[src/wdt_consts.svh]
// timing counts, register offsets and field positions of the watchdog
`ifndef WDT_CONSTS_SVH
`define WDT_CONSTS_SVH

// ****************************************************************
// clock and oscillator timing
// ****************************************************************
`define WDT_CLK_HZ      100000000
`define WDT_OSC_HZ      125000
`define WDT_OSC_DIV     (`WDT_CLK_HZ / `WDT_OSC_HZ)
`define WDT_DIV_W       10
`define WDT_BASE_TICKS  2048
`define WDT_CNT_W       27
`define WDT_WIN_CYC     3'h4

// ****************************************************************
// register byte offsets
// ****************************************************************
`define WDT_CAUSE_OFF   12'h034
`define WDT_CTRL_OFF    12'h060

// ****************************************************************
// control register fields
// ****************************************************************
`define WDT_IF_BIT      7
`define WDT_IE_BIT      6
`define WDT_P3_BIT      5
`define WDT_CE_BIT      4
`define WDT_WDE_BIT     3
`define WDT_PLO_HI      2
`define WDT_PLO_LO      0

// ****************************************************************
// reset cause register fields
// ****************************************************************
`define WDT_WD_CAUSE_FLAG_BIT    3
`define WDT_BROWNOUT_CAUSE_FLAG_BIT    2
`define WDT_PINF_BIT    1
`define WDT_POWERON_CAUSE_FLAG_BIT    0
`define WDT_CAUSE_POR   4'h1
`define WDT_CTRL_RST    8'h00

`endif

[src/wdt_pkg.sv]
// types shared by the watchdog modules
package wdt_pkg;

    // ****************************************************************
    // timed-change window state
    // ****************************************************************
    typedef enum logic {
        WDT_WIN_SHUT,
        WDT_WIN_OPEN
    } wdt_win_t;

    // control fields as held in flops
    typedef struct packed {
        logic       irq_flag;
        logic       irq_en;
        logic [3:0] presc;
        logic       reset_enable_bit;
    } wdt_ctrl_t;

    // reset cause flags, bit order as read
    typedef struct packed {
        logic wd;
        logic bo;
        logic pin;
        logic po;
    } wdt_cause_t;

    // ****************************************************************
    // per-module state records
    // ****************************************************************
    typedef struct packed {
        wdt_ctrl_t   ctrl;
        wdt_cause_t  cause;
        wdt_win_t    win;
        logic [2:0]  win_cnt;
        logic        irq_req;
        logic        rst_pulse;
        logic        pready;
        logic        pslverr;
        logic [31:0] prdata;
    } wdt_top_state_t;

    typedef struct packed {
        logic [26:0] cnt;
        logic        timeout;
    } wdt_cnt_state_t;

    typedef struct packed {
        logic [9:0] cnt;
        logic       tick;
    } wdt_div_state_t;

endpackage

[src/wdt_counter.sv]
// watchdog counter with prescaled limit and restart
`timescale 1ns/1ps
`include "wdt_consts.svh"

module wdt_counter
    import wdt_pkg::*;
#(
    parameter int unsigned BASE_TICKS = `WDT_BASE_TICKS
)(
    input  wire logic       clock,
    input  wire logic       rst,
    input  wire logic       tick,
    input  wire logic       restart,
    input  wire logic       run,
    input  wire logic [3:0] presc,
    output logic            timeout
);

    // ****************************************************************
    // counter state
    // ****************************************************************
    wdt_cnt_state_t s_r;   // registered state
    wdt_cnt_state_t s_nxt; // next state

    // limit in oscillator ticks: base shifted by the prescaler code
    function automatic logic [31:0] limit_of(input logic [3:0] p);
        limit_of = 32'(BASE_TICKS) << p; // see [RQ23]
    endfunction

    // count ticks; restart or a stopped unit holds the count at zero
    always_comb begin
        s_nxt         = s_r;
        s_nxt.timeout = 1'b0;
        if (restart || !run) begin
            s_nxt.cnt = '0; // see [RQ2]
        end else if (tick) begin
            // reaching the limit fires one pulse and starts over
            if ({5'h00, s_r.cnt} + 32'h1 >= limit_of(presc)) begin
                s_nxt.cnt     = '0;
                s_nxt.timeout = 1'b1; // see [RQ1]
            end else begin
                s_nxt.cnt = s_r.cnt + 27'h1;
            end
        end
    end

    // state register
    always_ff @(posedge clock) begin
        if (rst) begin
            s_r <= '0;
        end else begin
            s_r <= s_nxt;
        end
    end

    assign timeout = s_r.timeout;

endmodule

[src/wdt_tick_div.sv]
// oscillator-rate tick generator for the watchdog
`timescale 1ns/1ps
`include "wdt_consts.svh"

module wdt_tick_div
    import wdt_pkg::*;
(
    input  wire logic clock,
    input  wire logic rst,
    output logic      tick
);

    // ****************************************************************
    // divider state
    // ****************************************************************
    wdt_div_state_t s_r;   // registered state
    wdt_div_state_t s_nxt; // next state

    localparam logic [9:0] DIV_LAST = 10'(`WDT_OSC_DIV - 1);

    // one tick per oscillator period, free running
    always_comb begin
        s_nxt      = s_r;
        s_nxt.tick = 1'b0;
        if (s_r.cnt == DIV_LAST) begin // see [RQ1]
            s_nxt.cnt  = 10'h000;
            s_nxt.tick = 1'b1;
        end else begin
            s_nxt.cnt = s_r.cnt + 10'h001;
        end
    end

    // state register
    always_ff @(posedge clock) begin
        if (rst) begin
            s_r <= '0;
        end else begin
            s_r <= s_nxt;
        end
    end

    assign tick = s_r.tick;

endmodule

[src/wdt_top.sv]
// watchdog unit with timed-change protection and reset cause flags
`timescale 1ns/1ps
`include "wdt_consts.svh"

// What this block does
// [RQ1] count oscillator ticks, time out at limit
// [RQ2] restart instruction clears counter to zero
// [RQ3] interrupt mode raises request, wakes any sleep
// [RQ4] mode decoded from reset and irq enables
// [RQ5] vector taken clears flag, and enable only in combined mode
// [RQ6] unserviced second time-out gives system reset
// [RQ7] software re-arms irq enable after interrupt
// [RQ8] fuse forces reset enable one, irq zero
// [RQ9] open change with change and reset enable
// [RQ10] new settings accepted within four cycles only
// [RQ11] outside window prescaler and clear ignored
// [RQ12] software restarts before shortening the period
// [RQ13] init clears cause flag and reset enable
// [RQ14] watchdog cause flag set, cleared by zero
// [RQ15] brown-out cause flag set, cleared by zero
// [RQ16] pin cause flag set, cleared by zero
// [RQ17] power-on flag cleared only by software
// [RQ18] irq flag cleared by vector or one
// [RQ19] request needs global and local enables
// [RQ20] control register bit layout, resets zero
// [RQ21] change enable self-clears after four cycles
// [RQ22] watchdog cause flag holds reset enable
// [RQ23] limit is 2048 ticks times two^code
// [RQ24] reset pulse lasts one clock cycle
// [RQ25] restart and settings meet ticks cleanly
module wdt_top
    import wdt_pkg::*;
#(
    parameter int unsigned BASE_TICKS = `WDT_BASE_TICKS
)(
    input  wire logic        clock,
    input  wire logic        rst,
    input  wire logic        psel,
    input  wire logic        penable,
    input  wire logic        pwrite,
    input  wire logic [11:0] paddr,
    input  wire logic [31:0] pwdata,
    output logic [31:0]      prdata,
    output logic             pready,
    output logic             pslverr,
    input  wire logic        wd_restart,
    input  wire logic        irq_ack,
    input  wire logic        global_irq_en,
    input  wire logic        always_on_fuse,
    input  wire logic        brownout_rst,
    input  wire logic        pin_rst,
    output logic             irq_req,
    output logic             wd_reset
);

    // ****************************************************************
    // state and internal wires
    // ****************************************************************
    wdt_top_state_t s_r;     // registered state
    wdt_top_state_t s_nxt;   // next state
    logic           tick;    // one pulse per oscillator period
    logic           timeout; // counter reached its limit
    logic           run;     // unit not stopped
    logic           restart; // counter back to zero
    logic           sys_evt; // any system reset seen this cycle
    logic           acc_wr;  // write completes this edge
    logic           setup;   // setup phase, answer next cycle
    logic           wr_ctrl; // control register written
    logic           wr_cause;// cause register written
    logic           open_w;  // change window open

    // address match against one register's byte offset
    function automatic logic hit(input logic [11:0] a,
                                 input logic [11:0] off);
        hit = (a == off);
    endfunction

    // read view of the control register
    function automatic logic [7:0] ctrl_view(input wdt_ctrl_t c,
                                             input logic ce);
        ctrl_view = {c.irq_flag, c.irq_en, c.presc[3], ce,
                     c.reset_enable_bit, c.presc[2:0]}; // see [RQ20]
    endfunction

    // ****************************************************************
    // oscillator tick and counter
    // ****************************************************************
    // one clock: the tick is an enable, so restart and settings are
    // taken on a clean edge with no crossing hazard
    wdt_tick_div u_div (
        .clock (clock),
        .rst   (rst),
        .tick  (tick)
    );

    wdt_counter #(
        .BASE_TICKS (BASE_TICKS)
    ) u_cnt (
        .clock   (clock),
        .rst     (rst),
        .tick    (tick),
        .restart (restart),
        .run     (run),
        .presc   (s_r.ctrl.presc),
        .timeout (timeout)
    );

    // stopped only with both enables clear
    assign run     = s_r.ctrl.reset_enable_bit | s_r.ctrl.irq_en; // see [RQ4]
    // system resets also start the count over
    assign sys_evt = brownout_rst | pin_rst | s_r.rst_pulse;
    assign restart = wd_restart | sys_evt; // see [RQ2] [RQ25]

    // ****************************************************************
    // bus decode
    // ****************************************************************
    assign setup    = psel & ~penable & ~s_r.pready;
    assign acc_wr   = psel & penable & s_r.pready & pwrite;
    assign wr_ctrl  = acc_wr & hit(paddr, `WDT_CTRL_OFF);
    assign wr_cause = acc_wr & hit(paddr, `WDT_CAUSE_OFF);
    assign open_w   = (s_r.win == WDT_WIN_OPEN);

    // ****************************************************************
    // next-state logic
    // ****************************************************************
    always_comb begin
        s_nxt           = s_r;
        s_nxt.rst_pulse = 1'b0;
        s_nxt.pready    = 1'b0;
        s_nxt.pslverr   = 1'b0;

        // window countdown, closes on its own
        if (open_w) begin
            if (s_r.win_cnt == 3'h1) begin
                s_nxt.win     = WDT_WIN_SHUT; // see [RQ21]
                s_nxt.win_cnt = 3'h0;
            end else begin
                s_nxt.win_cnt = s_r.win_cnt - 3'h1;
            end
        end

        // control write
        if (wr_ctrl) begin
            s_nxt.ctrl.irq_en = pwdata[`WDT_IE_BIT];
            // flag is write-one-to-clear
            if (pwdata[`WDT_IF_BIT]) begin
                s_nxt.ctrl.irq_flag = 1'b0; // see [RQ18]
            end
            if (open_w && !pwdata[`WDT_CE_BIT]) begin
                // second step inside the window
                s_nxt.ctrl.reset_enable_bit   = pwdata[`WDT_WDE_BIT]; // see [RQ10]
                s_nxt.ctrl.presc = {pwdata[`WDT_P3_BIT],
                                    pwdata[`WDT_PLO_HI:`WDT_PLO_LO]};
                s_nxt.win        = WDT_WIN_SHUT;
                s_nxt.win_cnt    = 3'h0;
            end else if (pwdata[`WDT_WDE_BIT]) begin
                // setting reset enable is never guarded
                s_nxt.ctrl.reset_enable_bit = 1'b1; // see [RQ11]
            end
            // opening write needs both bits set together
            if (pwdata[`WDT_CE_BIT] && pwdata[`WDT_WDE_BIT]) begin
                s_nxt.win     = WDT_WIN_OPEN; // see [RQ9]
                s_nxt.win_cnt = `WDT_WIN_CYC;
            end
        end

        // vector taken: combined mode drops to reset mode
        if (irq_ack) begin
            s_nxt.ctrl.irq_flag = 1'b0; // see [RQ18]
            if (s_r.ctrl.reset_enable_bit) begin
                s_nxt.ctrl.irq_en = 1'b0; // see [RQ5]
            end
        end

        // any system reset returns control to its reset value
        if (sys_evt) begin
            s_nxt.ctrl    = wdt_ctrl_t'(7'(`WDT_CTRL_RST)); // see [RQ20]
            s_nxt.win     = WDT_WIN_SHUT;
            s_nxt.win_cnt = 3'h0;
        end

        // time-out action by mode; set wins over any clear above
        if (timeout) begin
            if (s_r.ctrl.irq_en) begin
                if (s_r.ctrl.reset_enable_bit && s_r.ctrl.irq_flag && !irq_ack) begin
                    s_nxt.rst_pulse = 1'b1; // see [RQ6]
                end else begin
                    s_nxt.ctrl.irq_flag = 1'b1; // see [RQ3] [RQ4]
                end
            end else if (s_r.ctrl.reset_enable_bit) begin
                s_nxt.rst_pulse = 1'b1; // see [RQ4] [RQ24]
            end
        end

        // cause flags: write zero clears, events set
        if (wr_cause) begin
            s_nxt.cause = s_r.cause &
                wdt_cause_t'(pwdata[`WDT_WD_CAUSE_FLAG_BIT:`WDT_POWERON_CAUSE_FLAG_BIT]);
        end
        if (s_r.rst_pulse) begin
            s_nxt.cause.wd = 1'b1; // see [RQ14]
        end
        if (brownout_rst) begin
            s_nxt.cause.bo = 1'b1; // see [RQ15]
        end
        if (pin_rst) begin
            s_nxt.cause.pin = 1'b1; // see [RQ16]
        end

        // fuse locks reset mode whatever was written
        if (always_on_fuse) begin
            s_nxt.ctrl.irq_en = 1'b0; // see [RQ8]
            s_nxt.ctrl.reset_enable_bit    = 1'b1; // see [RQ8]
        end
        // cause flag holds reset enable so a loop keeps resetting
        if (s_nxt.cause.wd) begin
            s_nxt.ctrl.reset_enable_bit = 1'b1; // see [RQ22]
        end

        // request level, independent of any sleep state
        s_nxt.irq_req = s_nxt.ctrl.irq_en & s_nxt.ctrl.irq_flag &
                        global_irq_en; // see [RQ19] [RQ3]

        // zero-wait answer: prepared in setup, shown in access
        if (setup) begin
            s_nxt.pready = 1'b1;
            s_nxt.prdata = 32'h0000_0000;
            if (hit(paddr, `WDT_CTRL_OFF)) begin
                s_nxt.prdata[7:0] = ctrl_view(s_r.ctrl, open_w);
            end else if (hit(paddr, `WDT_CAUSE_OFF)) begin
                s_nxt.prdata[3:0] = s_r.cause;
            end else begin
                s_nxt.pslverr = 1'b1; // unmapped address
            end
        end
    end

    // ****************************************************************
    // state register
    // ****************************************************************
    // rst is the power-on reset: it alone sets the power-on flag and
    // clears the others; only a cause-register write of zero clears the power-on flag
    always_ff @(posedge clock) begin
        if (rst) begin
            s_r       <= '0;
            s_r.cause <= wdt_cause_t'(`WDT_CAUSE_POR); // see [RQ17]
        end else begin
            s_r <= s_nxt;
        end
    end

    // outputs straight from flops
    assign prdata   = s_r.prdata;
    assign pready   = s_r.pready;
    assign pslverr  = s_r.pslverr;
    assign irq_req  = s_r.irq_req;
    assign wd_reset = s_r.rst_pulse;
endmodule
[config.mk]
export PLATFORM = sky130hd
export DESIGN_NAME = wdt_top
export DESIGN_NICKNAME = d
export VERILOG_FILES = /design/src/wdt_pkg.sv /design/src/wdt_counter.sv /design/src/wdt_tick_div.sv /design/src/wdt_top.sv
export VERILOG_INCLUDE_DIRS = /design/src
export SDC_FILE = /design/constraint.sdc
export NUM_CORES = 1
export LEC_CHECK = 0
export ABC_AREA = 0
export CAP_MARGIN = 5
export CORE_MARGIN = 1.5
export CORE_UTILIZATION = 40
export DETAILED_ROUTE_END_ITERATION = 12
export DONT_BUFFER_PORTS = 1
export MAX_ROUTING_LAYER = met4
export SLEW_MARGIN = 10
export SYNTH_ARGS = -nofsm -noshare
export SYNTH_HDL_FRONTEND = slang
export SYNTH_HIERARCHICAL = 1
export SYNTH_SLANG_ARGS = --single-unit
[constraint.sdc]
create_clock -name clock -period 6.7 [get_ports clock]
set_input_delay 0.67 -clock clock [delete_from_list [all_inputs] [get_ports clock]]
set_output_delay 0.67 -clock clock [all_outputs]
set_load 0.01 [all_outputs]
# Word level (Yosys, flattened, before mapping)
# Cells that the tools add are included.
# totals
in_bits	55
register_bits	66
# classes
shifts	1
add_sub_neg	4
n_reduce_logical	20
n_eq_ne	4
n_lt_le_gt_ge	1
mux	36
bitwise_logic	19
# ops
op	n
2-to-1 mux 4 bit	9
2-to-1 mux 34 bit	1
greater-or-equal comparator 32 bit	1
left shift 12 x 4 -> 32 bit (first input constant)	1
adder 27 x 1 -> 28 bit (second input constant)	1
adder 27 x 1 -> 27 bit (second input constant)	1
2-to-1 mux 27 bit	1
2-to-1 mux 1 bit	21
2-to-1 mux 7 bit	2
== test 12 x 6 -> 1 bit (second input constant)	1
== test 12 x 7 -> 1 bit (second input constant)	1
adder 10 x 1 -> 10 bit (second input constant)	1
== test 10 bit (second input constant)	1
AND 1 bit	9
OR reduction 2 bit	4
OR reduction 3 bit	2
inverter 1 bit	5
nonzero test 5 bit	1
AND 4 bit	1
logical AND 1 bit	4
OR 1 bit	4
AND reduction 2 bit	2
nonzero test 2 bit	2
nonzero test 4 bit	1
other kinds (6)	8

# Depth between registers and ports, before layout
# logic_depth
depth_word	13
depth_mapped	14
depth_no_buf	13

# By module
# Netlist, hierarchy kept.
# modules_own_cells
mod	n_inst	cells_each	seq_area_each_um2	area_each_um2
wdt_counter	1	266	560.5	2064.5
wdt_top	1	184	540.5	1557.7
wdt_tick_div	1	52	220.2	471.7

# Least setup slack after synthesis
# OpenSTA, ideal clock, no wires.
# synth_timing
kind	reg2reg
start	register u_cnt/s_r[4] (netlist name)
end	register u_cnt/s_r[14] (netlist name)
t_arrival_ns	3.056
synth_period_minus_slack_ns	3.126
setup_time_ns	0.070
path_slack_ns	3.574
stages_incl_launch_ff	13
path_cell_list	dfxtp_1 nand4_4 nor4_4 nand4_1 xnor2_1 ha_1 a21oi_1 o21ai_0 or3_1 a211oi_4 buf_2 a21bo_1 a21oi_1
# synth_between
elab_chain_cells	3
elab_cells_between_ends	4
cone_classes	add/sub: 2; order compare: 1; mux: 1
# synth_lines
item	line_no	source
start: declaration	wdt_counter.sv:22	wdt_cnt_state_t s_r;
start signal: assignment	wdt_counter.sv:52	s_r <= s_nxt;
adder 27 x 1 -> 28 bit	wdt_counter.sv:38	if ({5'h00, s_r.cnt} + 32'h1 >= limit_of(presc)) begin
greater-or-equal comparator 32 bit	wdt_counter.sv:38	
2-to-1 mux 27 bit (*)	wdt_counter.sv:38	
# Mark *: on every way between the ends. The rest lies on a longest branch, timed or not.
# A chain may end at the register's enable or synchronous reset.

# Worst setup path after layout
# layout_timing
start	register u_cnt/s_r[1] (netlist name)
end	register u_cnt/s_r[22] (netlist name)
# Same word-level chain as after synthesis.

==> key figures <==
Final layout
  – Layout fillers: between 900 and 1000
  – Antenna Diode Count: 0
  – Area growth from synthesis to layout: 3.67%
  – Multi-input logic area: 2470 um^2
  – FF/Latch Area: 1320 um^2
  – Final net count: 561
  – Fraction of layout cells with a size suffix above 1: ~8%

Timing
  – Final setup viols: 0
  – Fin. Hold Viols: 0
  – Final slew viol count: 0
  – RSZ-0062 raised after global routing: no
  – Hold_ws: 0.389 ns
  – Period minus WS final: 4.24 ns
  – Clock skew: 0.0112 ns
  – Relative slew slack: a little under a quarter
  – Setup tns final: 0 ns
  – Max frequency: roughly 0.24 GHz
  – Period utilization: 63.2%
  – Worst slew pin tran: 1.14 ns

Worst setup path
  – Critical Path RT: 6.99 ns
  – FF-to-FF setup slack: between 2 and 2.5 ns
  – Crit-path max FO: 31
  – R2r startpoint: u_cnt/s_r[1]$_SDFFE_PP0P_
  – Worst reg2reg path depth: 12
  – Setup CP Type: reg -> reg
  – Reg-to-reg endpoint: u_cnt/s_r[22]$_SDFFE_PP0P_
  – Crit end category: register
  – Critical path launch point type: register
  – Crit path DAT: 4.53 ns

Yosys
  – Synthesized cell area: ~4100 um^2
  – Dominant synthesized flop cell: dfxtp_1
  – Synth top area share: 32.3%
  – Simple-gate area share of the yosys netlist: 31.7%
  – EDFF count, synth: 0
  – Synth area leader: dfxtp_1
  – Post-Synth Adder-Cell Area: 6.11%
  – Syn avg cell area: 8.16 um^2
  – Ranking of synthesized cells by area: dfxtp_1, ha_1, buf_4, nand2_1, nand3_1
  – Combinational family with the most area after synthesis: simple AND/OR/NAND/NOR gates
  – Yosys warns: 6
  – Cell variety after synth: between 60 and 70
  – Mux contribution to synthesized area: less than 1%
  – Post-synthesis sequential area ratio: 32.3%
  – Post-Synth XOR/XNOR Area: 4.71%
  – Synth Register Bits: 66
  – Asr flop ratio synth: 0%
  – Mapped Cells: 502
  – Post-synthesis compound-gate area fraction: 15.2%

Die
  – Die W: ~100 um
  – Row Count: 36
  – Die height: about 100 um
  – Core Region: between 9000 and 10000 um^2
  – Starting density of the core: 41.5%
  – Num ports: 91
  – Die ar.: between 10000 and 15000 um^2

Place
  – Gpl congestion: ~0.81
  – Post-DP HPWL: 6.58 mm
  – I/O Buffers: 0

Drt
  – Final routed DRC violation total: 0
  – WL/cell: 14.2 um
  – DR pass1 iterations: 4
  – DRT antenna net count: 0
  – 1st-iter DRT viols: 162
  – DR vias/cell: approximately 5.5
  – Final WL: 8.86 mm
  – Via count: 3419

CTS
  – CTS tree: yes
  – Num CTS Buffers: 9
  – Root Driver: clkbuf_8
  – Worst-Skew Late Latency: 0.34 ns
  – CTS clk-pin slew, worst paths: ~0.080 ns
  – Post-CTS Setup Inserts: 0
  – CTS Hold Buffers Added: 0
  – Clock buffer depth: 2
  – # H-tree levels: 3
  – # clock sinks: 66
  – Cts repair resizes: 0

Min path
  – WHS Endpoint: u_div/s_r[5]$_SDFF_PP0_
  – Min-Delay Path Class: in -> reg
  – Worst hold start: rst
  – Hold depth: 1

GRT
  – Total gr overflow: 0
  – Met3 Usage GRT: 3.88%
  – Met2 usage: a little over a quarter
  – Largest net degree at the start of global routing: 32
  – Initial antenna violation count: 0
  – Vias in the first global route: 3188
  – Gr usage total: 17.6%
  – Met1 GRT Util: 22.1%
  – First-pass GRT wire length: 15.2 mm
  – Busiest grt layer: met2

Power
  – Leakage: about 1.5 nW
  – Worst VDD drop: ~0.000093 V
  – Pwr per Cell Area: 191 nW/um^2

Run
  – Maxcap violations: 0

Status
  – Status: completed
-- placed cells by master, fill, tap and decap left out, drive strengths merged, types with 7 or more instances in the layout --
master / n
nand2: 57
a31oi: 10
nand4: 19
and3: 11
clkbuf: 10
nor4: 9
nand3: 38
nor3: 19
dfxtp: 66
xnor2: 15
xor2: 7
conb: 24
o21ai: 20
inv: 13
nor2: 34
ha: 20
a21oi: 30
-- worst max path at each step --
stage / start / endpoint / slack, ns / cells past startpoint
CTS: u_cnt/s_r[1]$_SDFFE_PP0P_ / u_cnt/s_r[22]$_SDFFE_PP0P_ / 2.40 / 12
global placement: u_cnt/s_r[1]$_SDFFE_PP0P_ / u_cnt/s_r[27]$_SDFFE_PP0P_ / 2.50 / 12
detailed placement: u_cnt/s_r[1]$_SDFFE_PP0P_ / u_cnt/s_r[22]$_SDFFE_PP0P_ / 2.43 / 12
finish: u_cnt/s_r[1]$_SDFFE_PP0P_ / u_cnt/s_r[22]$_SDFFE_PP0P_ / 2.46 / 12
floorplan: u_cnt/s_r[4]$_SDFFE_PP0P_ / u_cnt/s_r[14]$_SDFFE_PP0P_ / 3.57 / 12
global route: u_cnt/s_r[1]$_SDFFE_PP0P_ / u_cnt/s_r[8]$_SDFFE_PP0P_ / 1.96 / 12
-- cells in the mapped netlist (2+ instances only) --
| cell type | number |
|---|---|
| and3_4 | 2 |
| nor4_1 | 6 |
| buf_4 | 32 |
| and4_1 | 2 |
| or3_2 | 2 |
| a31o_2 | 2 |
| and3_1 | 9 |
| a31oi_1 | 10 |
| inv_1 | 13 |
| nand3_1 | 37 |
| or3_1 | 4 |
| a21oi_1 | 30 |
| ha_1 | 20 |
| nand4b_1 | 2 |
| clkbuf_1 | 12 |
| nand3b_1 | 3 |
| mux2_2 | 2 |
| o2111ai_1 | 3 |
| a221oi_1 | 4 |
| xnor2_1 | 15 |
| buf_6 | 3 |
| nor3_1 | 19 |
| o31ai_1 | 3 |
| or4_1 | 5 |
| nor3b_1 | 3 |
| nor2b_1 | 6 |
| o21ai_1 | 3 |
| a211oi_1 | 4 |
| nor2_1 | 34 |
| nand2b_1 | 4 |
| and2_1 | 4 |
| xor2_1 | 7 |
| o21ai_0 | 17 |
| dfxtp_1 | 66 |
| a311oi_1 | 2 |
| buf_2 | 3 |
| nand4_1 | 18 |
| o211ai_1 | 4 |
| nand2_1 | 57 |
| a22o_1 | 6 |
| nor4_4 | 2 |
-- through the flow --
stage               utilization, %  cells  setup slack [ns]  instance area, um^2  power, mW
finish                        43.0    624              2.46                 4240      0.809
global route                  43.0    624              1.96                 4240      0.838
CTS                           43.0    624              2.40                 4240      0.820
detailed placement            40.7    608              2.43                 4020      0.439
global placement              40.7    608              2.50                 4020      0.438
floorplan                        -    525              3.57                 4180      0.448
-- power by group --
group / switching, mW / total [mW] / internal, mW
clock network: 0.159 / 0.379 / 0.220
registers: 0.00539 / 0.403 / 0.397
logic: 0.0183 / 0.0271 / 0.00883
total: 0.182 / 0.809 / 0.626
-- critical path, stage by stage, from the launching register on --
cell      delay (ns)
dfxtp_1         0.38
ha_1            0.27
nand3_1         0.12
nor3_1          0.58
nand4_1         0.28
xnor2_1         0.25
ha_1            0.28
nand4_1         0.12
nor2_1          0.06
or3_1           0.40
a211oi_4        0.97
and3_4          0.37
a22o_1          0.13
-- state kept, by name, summed over array words and instances, names as in the netlist --
name           flops
u_cnt/s_r         27
s_r               14
u_div/s_r         10
prdata             8
irq_req            1
open_w             1
pready             1
pslverr            1
u_cnt/timeout      1
u_div/tick         1
wd_reset           1
-- layer usage --
layer / up-vias / share of wire (%)
li1: 1736 / -
met1: 1606 / 46
met2: 68 / 48
met3: 9 / 3.9
met4: 0 / 1.4
met5: - / 0
-- cell type report --
| class | count | area share, % |
|---|---|---|
| clock buffers | 10 | 3.24 |
| clock inverters | 6 | 2.12 |
| inverters | 13 | 1.15 |
| multi-input cells | 395 | 58.3 |
| flip-flops and latches | 66 | 31.1 |
| well taps | 133 | 3.92 |
| repair buffers | 1 | 0.177 |
-- kinds of logic after synthesis --
family                   after synthesis
AO/OA/AOI/OAI                         95
XOR/XNOR                              22
adder cells (fa/ha/maj)               20
buffers and inverters                 64
flip-flops                            66
multiplexers                           2
other                                  1
AND/OR/NAND/NOR                      232
Note: power is estimated with default switching activity, not from simulation.
